**src/hdl/cpis_regs.svh**
```systemverilog
`ifndef CPIS_REGS_SVH
`define CPIS_REGS_SVH
// ----------------------------------------
// register offsets inside one channel window
// ----------------------------------------
`define CPIS_OFF_LSTAT 4'h0
`define CPIS_OFF_BLK 4'h4
`define CPIS_OFF_NEXT 4'h8
`define CPIS_OFF_CTRL 4'hc
// byte address bit where the channel number starts
`define CPIS_CHAN_LSB 4
// ----------------------------------------
// field positions
// ----------------------------------------
`define CPIS_LSTAT_PGM_INT 0
`define CPIS_LSTAT_SCAN_INT 1
`define CPIS_LSTAT_DS_CHANGE 11
`define CPIS_BLK_INT 1
`define CPIS_BLK_DONE 3
`define CPIS_CTL_IBIT 0
`define CPIS_CTL_SCAN_CPU 10
`define CPIS_CTL_SCAN_PGM 11
`define CPIS_CTL_DCNT_LSB 16
// ----------------------------------------
// values
// ----------------------------------------
`define CPIS_DCNT_MAX 2'h3
`define CPIS_PGM_IRQ_BYTE1 8'h01
`define CPIS_LSTAT_RST 16'h0000
`define CPIS_BLK_RST 16'h0000
`endif

```
**src/hdl/cpis_pkg.sv**
```systemverilog
package cpis_pkg;
    // ----------------------------------------
    // events from the channel-program engine
    // ----------------------------------------
    typedef enum logic [1:0] {
        CPIS_EV_SCAN,
        CPIS_EV_PGM_IRQ,
        CPIS_EV_NEXT_BLK
    } cpis_evt_e;

    typedef struct packed {
        logic valid;
        cpis_evt_e kind;
        logic [7:0] chan;
    } cpis_evt_s;

    // ----------------------------------------
    // per channel state and offer sequencer
    // ----------------------------------------
    typedef struct packed {
        logic [15:0] lstat;
        logic [15:0] blk;
        logic ibit;
        logic scan_cpu;
        logic scan_pgm;
        logic [1:0] dcnt;
        logic pend;
    } cpis_chan_s;

    typedef enum logic {
        CPIS_IDLE,
        CPIS_OFFER
    } cpis_irq_e;
endpackage

```
**src/hdl/cpis_top.sv**
```systemverilog
// Functional notes
// cpu interrupts come only from block end, scan change or program instruction.
// block interrupt flag is bit 0 of the block control byte.
// scan change sets line status bit 11 (second byte bit 3).
// scan change with scan interrupt enable sets first status byte bit 1.
// scan interrupt leaves the block unfinished; block status stays zero.
// program interrupt instruction sets first byte bit 0 and interrupts.
// that instruction clears the whole first status byte first.
// host reads line status bytes directly.
// get next block copies line status into block status, then clears it.
// completed block gets status bit 3, plus bit 1 if it interrupted.
// host reads block status by next-status and plain status reads.
// every interrupt is offered; cpu accepts or rejects it.
// a rejected interrupt is deferred until the retry signal.
// each channel keeps its own deferred count, 0 to 3.
// the deferred count saturates at three and never wraps.
// on retry, channels are visited in turn, one offer per nonzero count.
// an accepted resubmission decrements that count by exactly one.
// one scanning pass per retry assertion.
// scan cpu interrupt wins over scan program start.
// channel program reaches block area only through its fixed operations.
// no path lets one line reach another line's table.
//
// Our own choices: the register addresses and the APB register port.
`include "cpis_regs.svh"

module cpis_top #(
    parameter int NUM_CHAN = 4,
    parameter int ADDR_W = 12
) (
    input wire logic sys_clk, // processor clock
    input wire logic arst_n, // async reset, low
    input wire logic psel, // apb select
    input wire logic penable, // apb enable
    input wire logic pwrite, // apb direction
    input wire logic [ADDR_W-1:0] paddr, // apb byte address
    input wire logic [31:0] pwdata, // apb write data
    output logic [31:0] prdata, // apb read data
    output logic pready, // apb ready
    output logic pslverr, // apb error
    input wire cpis_pkg::cpis_evt_s evt, // engine event
    input wire logic retry_in, // bus retry pin
    input wire logic irq_ack, // cpu accepted
    input wire logic irq_nak, // cpu rejected
    output logic irq_req, // interrupt offered
    output logic [$clog2(NUM_CHAN)-1:0] irq_chan, // offering channel
    output logic prog_start, // start program pulse
    output logic [$clog2(NUM_CHAN)-1:0] prog_chan // channel to start
);
    // channel index width and last index of a retry pass
    localparam int CW = $clog2(NUM_CHAN);
    localparam logic [CW-1:0] LAST = CW'(NUM_CHAN - 1);

    // ----------------------------------------
    // elaboration checks
    // ----------------------------------------
    // events carry an eight bit channel number
    if (NUM_CHAN < 2 || NUM_CHAN > 256) begin : g_bad_chan
        $error("NUM_CHAN must lie in 2..256");
    end
    // every channel window must be reachable through paddr
    if (ADDR_W < CW + `CPIS_CHAN_LSB || ADDR_W > 32) begin : g_bad_addr
        $error("ADDR_W too narrow for the channel windows");
    end

    // ----------------------------------------
    // state
    // ----------------------------------------
    typedef struct packed {
        cpis_pkg::cpis_chan_s [NUM_CHAN-1:0] ch;
        cpis_pkg::cpis_irq_e st;
        logic [CW-1:0] cur;
        logic from_retry;
        logic in_pass;
        logic [CW-1:0] ptr;
        logic retry_seen;
        // retry synchroniser and edge flop
        logic rs1;
        logic rs2;
        logic rs3;
        // registered copies of the outputs
        logic irq_req;
        logic [CW-1:0] irq_chan;
        logic prog_start;
        logic [CW-1:0] prog_chan;
        logic [31:0] prdata;
        logic pready;
        logic pslverr;
    } cpis_state_s;

    cpis_state_s s;
    cpis_state_s next_s;

    // ----------------------------------------
    // address decode, shared by both phases
    // ----------------------------------------
    logic [CW-1:0] a_chan;
    logic [3:0] a_off;
    logic a_bad;
    logic [ADDR_W-1:0] a_hi;

    // upper bits beyond the last window make the access unmapped
    always_comb begin
        a_chan = paddr[`CPIS_CHAN_LSB +: CW];
        a_off = paddr[3:0];
        a_hi = paddr >> (`CPIS_CHAN_LSB + CW);
        a_bad = (a_hi != '0) ||
            (int'(a_chan) >= NUM_CHAN) ||
            (a_off[1:0] != 2'h0);
    end

    // ----------------------------------------
    // per channel request flags
    // ----------------------------------------
    logic [NUM_CHAN-1:0] pend_vec;
    logic [NUM_CHAN-1:0] owed_vec;

    // flattened once, so the sequencer reads plain bit vectors
    for (genvar g = 0; g < NUM_CHAN; g++) begin : g_chan
        assign pend_vec[g] = s.ch[g].pend;
        assign owed_vec[g] = (s.ch[g].dcnt != 2'h0);
    end

    // ----------------------------------------
    // next state
    // ----------------------------------------
    always_comb begin
        logic found;
        logic [CW-1:0] pick;
        logic [CW-1:0] ec;
        next_s = s;
        found = 1'b0;
        pick = '0;
        ec = '0;
        next_s.prog_start = 1'b0;
        next_s.pready = 1'b0;
        next_s.pslverr = 1'b0;

        // ----------------------------------------
        // retry pin: two flops, then edge detect on the second
        // ----------------------------------------
        next_s.rs1 = retry_in;
        next_s.rs2 = s.rs1;
        next_s.rs3 = s.rs2;

        // lowest channel with a fresh interrupt waiting
        // fresh work first: a retry storm must not starve new events
        for (int i = NUM_CHAN - 1; i >= 0; i--) begin
            if (pend_vec[i]) begin
                found = 1'b1;
                pick = CW'(i);
            end
        end

        // ----------------------------------------
        // interrupt offer sequencer
        // ----------------------------------------
        unique case (s.st)
            cpis_pkg::CPIS_IDLE: begin
                if (found) begin
                    // fresh offers ignore earlier rejections
                    next_s.ch[pick].pend = 1'b0;
                    next_s.cur = pick;
                    next_s.from_retry = 1'b0;
                    next_s.irq_req = 1'b1;
                    next_s.irq_chan = pick;
                    next_s.st = cpis_pkg::CPIS_OFFER;
                end else if (s.in_pass) begin
                    // visit in turn, offer where count nonzero
                    if (owed_vec[s.ptr]) begin
                        next_s.cur = s.ptr;
                        next_s.from_retry = 1'b1;
                        next_s.irq_req = 1'b1;
                        next_s.irq_chan = s.ptr;
                        next_s.st = cpis_pkg::CPIS_OFFER;
                    end else if (s.ptr == LAST) begin
                        next_s.in_pass = 1'b0;
                    end else begin
                        next_s.ptr = s.ptr + 1'b1;
                    end
                end else if (s.retry_seen) begin
                    // deferred offers wait for the retry signal
                    next_s.retry_seen = 1'b0;
                    next_s.in_pass = 1'b1;
                    next_s.ptr = '0;
                end
            end
            cpis_pkg::CPIS_OFFER: begin
                if (irq_ack || irq_nak) begin
                    next_s.irq_req = 1'b0;
                    next_s.st = cpis_pkg::CPIS_IDLE;
                    if (s.from_retry) begin
                        // each channel gets one offer per pass
                        if (s.ptr == LAST) begin
                            next_s.in_pass = 1'b0;
                        end else begin
                            next_s.ptr = s.ptr + 1'b1;
                        end
                    end
                end
                if (irq_ack && s.from_retry) begin
                    // accepted resubmission, count minus one
                    // never zero here: the pass skips empty channels
                    next_s.ch[s.cur].dcnt = s.ch[s.cur].dcnt - 2'h1;
                end
                // ack wins when both answers are high
                if (irq_nak && !irq_ack && !s.from_retry) begin
                    // per channel count of deferred offers
                    // saturate, never wrap
                    if (s.ch[s.cur].dcnt != `CPIS_DCNT_MAX) begin
                        next_s.ch[s.cur].dcnt = s.ch[s.cur].dcnt + 2'h1;
                    end
                end
            end
        endcase

        // one pass noted per rising retry
        // after the sequencer, so a fresh edge beats its same-cycle clear
        if (s.rs2 && !s.rs3) begin
            next_s.retry_seen = 1'b1;
        end

        // ----------------------------------------
        // apb first access edge: latch read data and ready
        // ----------------------------------------
        if (psel && penable && !s.pready) begin
            // read data frozen here; the completion edge only has side effects
            next_s.pready = 1'b1;
            next_s.pslverr = a_bad;
            next_s.prdata = 32'h0000_0000;
            if (!a_bad && !pwrite) begin
                unique case (a_off)
                    `CPIS_OFF_LSTAT: begin
                        // line status read directly
                        next_s.prdata = {16'h0000, s.ch[a_chan].lstat};
                    end
                    `CPIS_OFF_BLK, `CPIS_OFF_NEXT: begin
                        // block status returned to host
                        next_s.prdata = {16'h0000, s.ch[a_chan].blk};
                    end
                    `CPIS_OFF_CTRL: begin
                        next_s.prdata[`CPIS_CTL_IBIT] = s.ch[a_chan].ibit;
                        next_s.prdata[`CPIS_CTL_SCAN_CPU] = s.ch[a_chan].scan_cpu;
                        next_s.prdata[`CPIS_CTL_SCAN_PGM] = s.ch[a_chan].scan_pgm;
                        next_s.prdata[`CPIS_CTL_DCNT_LSB +: 2] = s.ch[a_chan].dcnt;
                    end
                    default: begin
                        next_s.prdata = 32'h0000_0000;
                    end
                endcase
            end
        end

        // ----------------------------------------
        // apb completion edge: writes and read side effects
        // ----------------------------------------
        if (psel && penable && s.pready && !a_bad) begin
            if (pwrite && a_off == `CPIS_OFF_CTRL) begin
                // block interrupt flag from control bit 0
                next_s.ch[a_chan].ibit = pwdata[`CPIS_CTL_IBIT];
                next_s.ch[a_chan].scan_cpu = pwdata[`CPIS_CTL_SCAN_CPU];
                next_s.ch[a_chan].scan_pgm = pwdata[`CPIS_CTL_SCAN_PGM];
            end
            if (!pwrite && a_off == `CPIS_OFF_NEXT) begin
                // next-status read hands the block over
                next_s.ch[a_chan].blk = `CPIS_BLK_RST;
            end
        end

        // ----------------------------------------
        // engine events last, so a set beats a same-cycle clear
        // ----------------------------------------
        // engine reaches block state only via these events
        // an event touches only its own channel's table
        if (evt.valid && int'(evt.chan) < NUM_CHAN) begin
            ec = evt.chan[CW-1:0];
            // only these three causes raise an interrupt
            unique case (evt.kind)
                cpis_pkg::CPIS_EV_SCAN: begin
                    // status change flag
                    next_s.ch[ec].lstat[`CPIS_LSTAT_DS_CHANGE] = 1'b1;
                    // cpu interrupt wins over program start
                    if (s.ch[ec].scan_cpu) begin
                        // scan interrupt flag
                        next_s.ch[ec].lstat[`CPIS_LSTAT_SCAN_INT] = 1'b1;
                        // block left running, status untouched
                        next_s.ch[ec].pend = 1'b1;
                    end else if (s.ch[ec].scan_pgm) begin
                        // start pulse only while the cpu path is off
                        next_s.prog_start = 1'b1;
                        next_s.prog_chan = ec;
                    end
                end
                cpis_pkg::CPIS_EV_PGM_IRQ: begin
                    // whole first byte cleared, then flag set
                    // program interrupt flag and offer
                    next_s.ch[ec].lstat[7:0] = `CPIS_PGM_IRQ_BYTE1;
                    next_s.ch[ec].pend = 1'b1;
                end
                cpis_pkg::CPIS_EV_NEXT_BLK: begin
                    // copy line status, then clear it
                    next_s.ch[ec].blk = s.ch[ec].lstat;
                    next_s.ch[ec].lstat = `CPIS_LSTAT_RST;
                    // done bit, interrupt bit when flagged
                    next_s.ch[ec].blk[`CPIS_BLK_DONE] = 1'b1;
                    if (s.ch[ec].ibit) begin
                        next_s.ch[ec].blk[`CPIS_BLK_INT] = 1'b1;
                        next_s.ch[ec].pend = 1'b1;
                    end
                end
                default: begin
                    next_s.prog_chan = s.prog_chan;
                end
            endcase
        end
    end

    // ----------------------------------------
    // state register
    // ----------------------------------------
    // one register for all state, so reset clears everything at once
    always_ff @(posedge sys_clk or negedge arst_n) begin
        if (!arst_n) begin
            s <= '0;
        end else begin
            s <= next_s;
        end
    end

    // ----------------------------------------
    // outputs, all from the state register
    // ----------------------------------------
    // apb answer
    assign prdata = s.prdata;
    assign pready = s.pready;
    assign pslverr = s.pslverr;

    // interrupt offer and program start
    assign irq_req = s.irq_req;
    assign irq_chan = s.irq_chan;
    assign prog_start = s.prog_start;
    assign prog_chan = s.prog_chan;

endmodule // cpis_top

```
**config.mk**
```make
export PLATFORM = sky130hd
export DESIGN_NAME = cpis_top
export DESIGN_NICKNAME = d
export VERILOG_FILES = /design/src/hdl/cpis_pkg.sv /design/src/hdl/cpis_top.sv
export VERILOG_INCLUDE_DIRS = /design/src /design/src/hdl
export SDC_FILE = /design/constraint.sdc
export NUM_CORES = 1
export LEC_CHECK = 0
export ABC_CLOCK_PERIOD_IN_PS = 3800
export BUFFER_PORTS_ARGS = -buffer_cell sky130_fd_sc_hd__buf_2
export CAP_MARGIN = 10
export CORE_MARGIN = 3
export CORE_UTILIZATION = 50
export CTS_CLUSTER_DIAMETER = 50
export CTS_CLUSTER_SIZE = 40
export DETAILED_ROUTE_END_ITERATION = 10
export GPL_TIMING_DRIVEN = 0
export PLACE_DENSITY = 0.72
export SYNTH_ARGS = -nofsm -noshare
export SYNTH_HDL_FRONTEND = slang
export SYNTH_SLANG_ARGS = --single-unit
```
**constraint.sdc**
```tcl
create_clock -name sys_clk -period 3.8 [get_ports sys_clk]
set_input_delay 0.19 -clock sys_clk [delete_from_list [all_inputs] [get_ports sys_clk]]
set_output_delay 0.19 -clock sys_clk [all_outputs]
set_load 0.02 [all_outputs]
```
==> metrics <==
vias in the first global route=between 6000 and 7000; TritonRoute pass-1 iters=5; f_max=0.358 GHz; Final Util=between 50 and 60%; TritonCTS buffer count=17; Pleak=about 4.6 nW; Synthesis Warnings=0; Fillers=around 1400; largest net degree at the start of global routing=115; Antenna Cells=0; Yosys reg bits=189; clock skew=~0.0077 ns; Longest Clk Path Bufs=2; worst vdd ir=between 0.0003 and 0.0004 V; Netlist Area Pre-Place=0.00905 mm^2; Worst Min Path Start=pwdata[10]; Crit Path Category=reg2reg; HP Class=in2reg; die width=141 um; DR iter-0 viols=568; Worst Setup End Kind=flop; share of cells above drive strength 1=26.6%; WHS Endpoint=s[169]$_DFF_PN0_; outcome=complete, no violations; gr ovfl total=0; area grow syn2layout=13.9%; Residual DRC=0; TritonCTS clock tree=done; worst r2r src=s[48]$_DFFE_PN0P_; die height=between 100 and 150 um; Clock Sink Count=189; Worst setup SP type=flop; Seq/Total Area, Yosys=a little over half; slew margin rel.=approximately 39%; largest cells by area after synthesis=dfrtp_1 (52%), mux4_2 (11%), o2bb2ai_1 (5.6%), and2_1 (3.8%), nand2_1 (3.7%); RR Endpoint=s[53]$_DFF_PN0_; CORE AREA=around 0.017 mm^2; Slew Viols, Final=0; ys async rst share=100%; R2R depth=7; ANT nets after route=0; final net count=between 900 and 1000; Die ar.=0.0198 mm^2; Total GRT Usage=about a quarter; Port Buffers=55; Synth Area per Inst=12.0 um^2; global-route wire length before repair=~37000 um; Total Wirelength=23800 um; Root Buffer=clkbuf_16; EDFF count, synth=0; Design Area, Final=between 0.01 and 0.015 mm^2; Vias/cell=roughly 6.1; Power Density=around 470 mW/mm^2; Final Hold Fails=0; final RePlAce weighted congestion=about 0.9; hpwl dp=approximately 16000 um; Reg clk slew, reported paths=about 0.070 ns; critical path peak fanout=8; H-tree depth=4; Cell Area, Placed=between 0.009 and 0.01 mm^2; via count=about 6600; prevailing post-synth register cell=dfrtp_1; endpoints failing setup=0; wire per inst=between 20 and 25 um; top-area cell type share of the netlist area=a little over half; worst slack, placed=roughly 1 ns; crit share post-route=73.5%; cells after synthesis=roughly 760; actual slew at the worst max-slew pin=just over 0.9 ns; Setup TNS Final=0 ns; antenna violations before repair=0; setup ws final=1.01 ns; Core Rows=48; max cap viols=0; Critical Path RT=between 4 and 5 ns; total power=about 0.0049 W; reg-to-reg slack, setup=1.01 ns; Post-CTS Setup Bufs=0; WHS Path Cells=2; RSZ-0062 raised after global routing=no; Cell variety after synth=66; minimum clock period=2.79 ns; Yosys top cell by area=dfrtp_1; Arr. time, crit path=slightly above 3 ns; worst-skew pair later-pin latency=0.43 ns; io pins=just over 100; Starting Density=between 50 and 60%
-- worst max path at each step --
stage                      startpoint                 end  slack, ns
finish              s[48]$_DFFE_PN0P_     s[53]$_DFF_PN0_       1.01
global route        s[48]$_DFFE_PN0P_     s[53]$_DFF_PN0_       0.83
detailed placement  s[48]$_DFFE_PN0P_     s[53]$_DFF_PN0_       1.03
global placement               arst_n  s[195]$_DFFE_PN0P_      -0.57
floorplan           s[48]$_DFFE_PN0P_    s[129]$_DFF_PN0_       1.27
CTS                 s[48]$_DFFE_PN0P_     s[53]$_DFF_PN0_       1.02
-- cell type report --
class	count	area, um^2	share of cell area, %
inverters	14	52.6	0.510
multi-input cells	485	3850	37.4
well taps	225	282	2.73
repair buffers	59	340	3.30
clock buffers	21	470	4.56
flip-flops and latches	189	4730	45.9
plain buffers	81	472	4.58
clock inverters	9	113	1.09
-- placed cells by master, fill, tap and decap left out, types with 9 or more instances in the layout --
cell / n
mux4_2: 43
nor2_1: 22
buf_4: 38
o2bb2ai_1: 58
and2_1: 55
nand2_1: 89
a22oi_1: 15
nor3_1: 11
o21ai_0: 36
conb_1: 14
mux2_2: 18
clkbuf_16: 17
nand3_1: 9
clkbuf_1: 20
dfrtp_1: 189
a21oi_1: 10
buf_2: 77
inv_1: 14
-- what timing repair did --
item	4_1_cts	5_1_grt
hold buffers	2	0
resized for setup	0	0
endpoints found under the hold margin	76	0
-- flip-flops by register name (all words and copies together), names as in the netlist --
| register | count |
|---|---|
| prdata | 18 |
| s | 157 |
| pslverr | 1 |
| next_s | 2 |
| prog_chan | 2 |
| irq_req | 1 |
| pready | 1 |
| prog_start | 1 |
| irq_chan | 2 |
| pend_vec | 4 |
-- critical path: stages, from the launching register on --
cell,delay [ns]
dfrtp_1,0.32
clkbuf_1,0.34
mux4_2,0.56
ha_1,0.22
nor4b_2,0.33
o21ai_0,0.20
nor3_1,0.32
mux2_2,0.38
-- stage by stage --
step           hold WS [ns]  std cells
6_report             0.0367       1083
5_1_grt              0.0302       1083
4_1_cts              0.0259       1083
3_5_place_dp          0.204       1051
3_3_place_gp          0.300       1049
2_1_floorplan        -0.106        769
-- cell families after synthesis --
| group | after synthesis | synth area share (%) |
|---|---|---|
| xor gates and xnor gates | 7 | 0.677 |
| DFF | 189 | 52.3 |
| buffers and inverters | 95 | 5.79 |
| AOI/OAI and AO/OA | 163 | 13.4 |
| other | 1 | 0.0414 |
| adders and majority gates | 1 | 0.138 |
| muxes | 63 | 13.2 |
| and+or+nand+nor | 237 | 14.5 |
-- cells in the mapped netlist (3+ instances only) --
cell	count
a31oi_1	5
o31ai_1	3
o2bb2ai_1	58
clkbuf_1	19
mux2_2	18
and2_1	55
xnor2_1	6
nand4_1	5
inv_1	14
nand3_1	9
nor2b_1	3
nor3_2	6
or3_1	4
or2_2	3
o21ai_0	36
nor4_1	3
nor2_1	22
o41ai_1	3
a22oi_1	15
and3_1	3
o22ai_1	6
dfrtp_1	189
mux4_2	43
o211ai_1	4
nand3b_1	3
buf_4	37
a21oi_1	10
nor3_1	11
buf_2	23
nand2_1	89
a22o_1	3
nand2b_1	5
-- power by group --
part           total, W  switching (W)  internal (W)
Sequential      0.00223       0.000110       0.00212
Combinational  0.000834       0.000468      0.000367
Clock           0.00179       0.000769       0.00102
-- metal layers --
layer	global-route usage [%]	part of all wire (%)
met1	33.6	43
met2	39.1	48
met3	7.48	7.8
met4	6.17	1.6
met5	0	0
(Power assumes the default switching activity.)
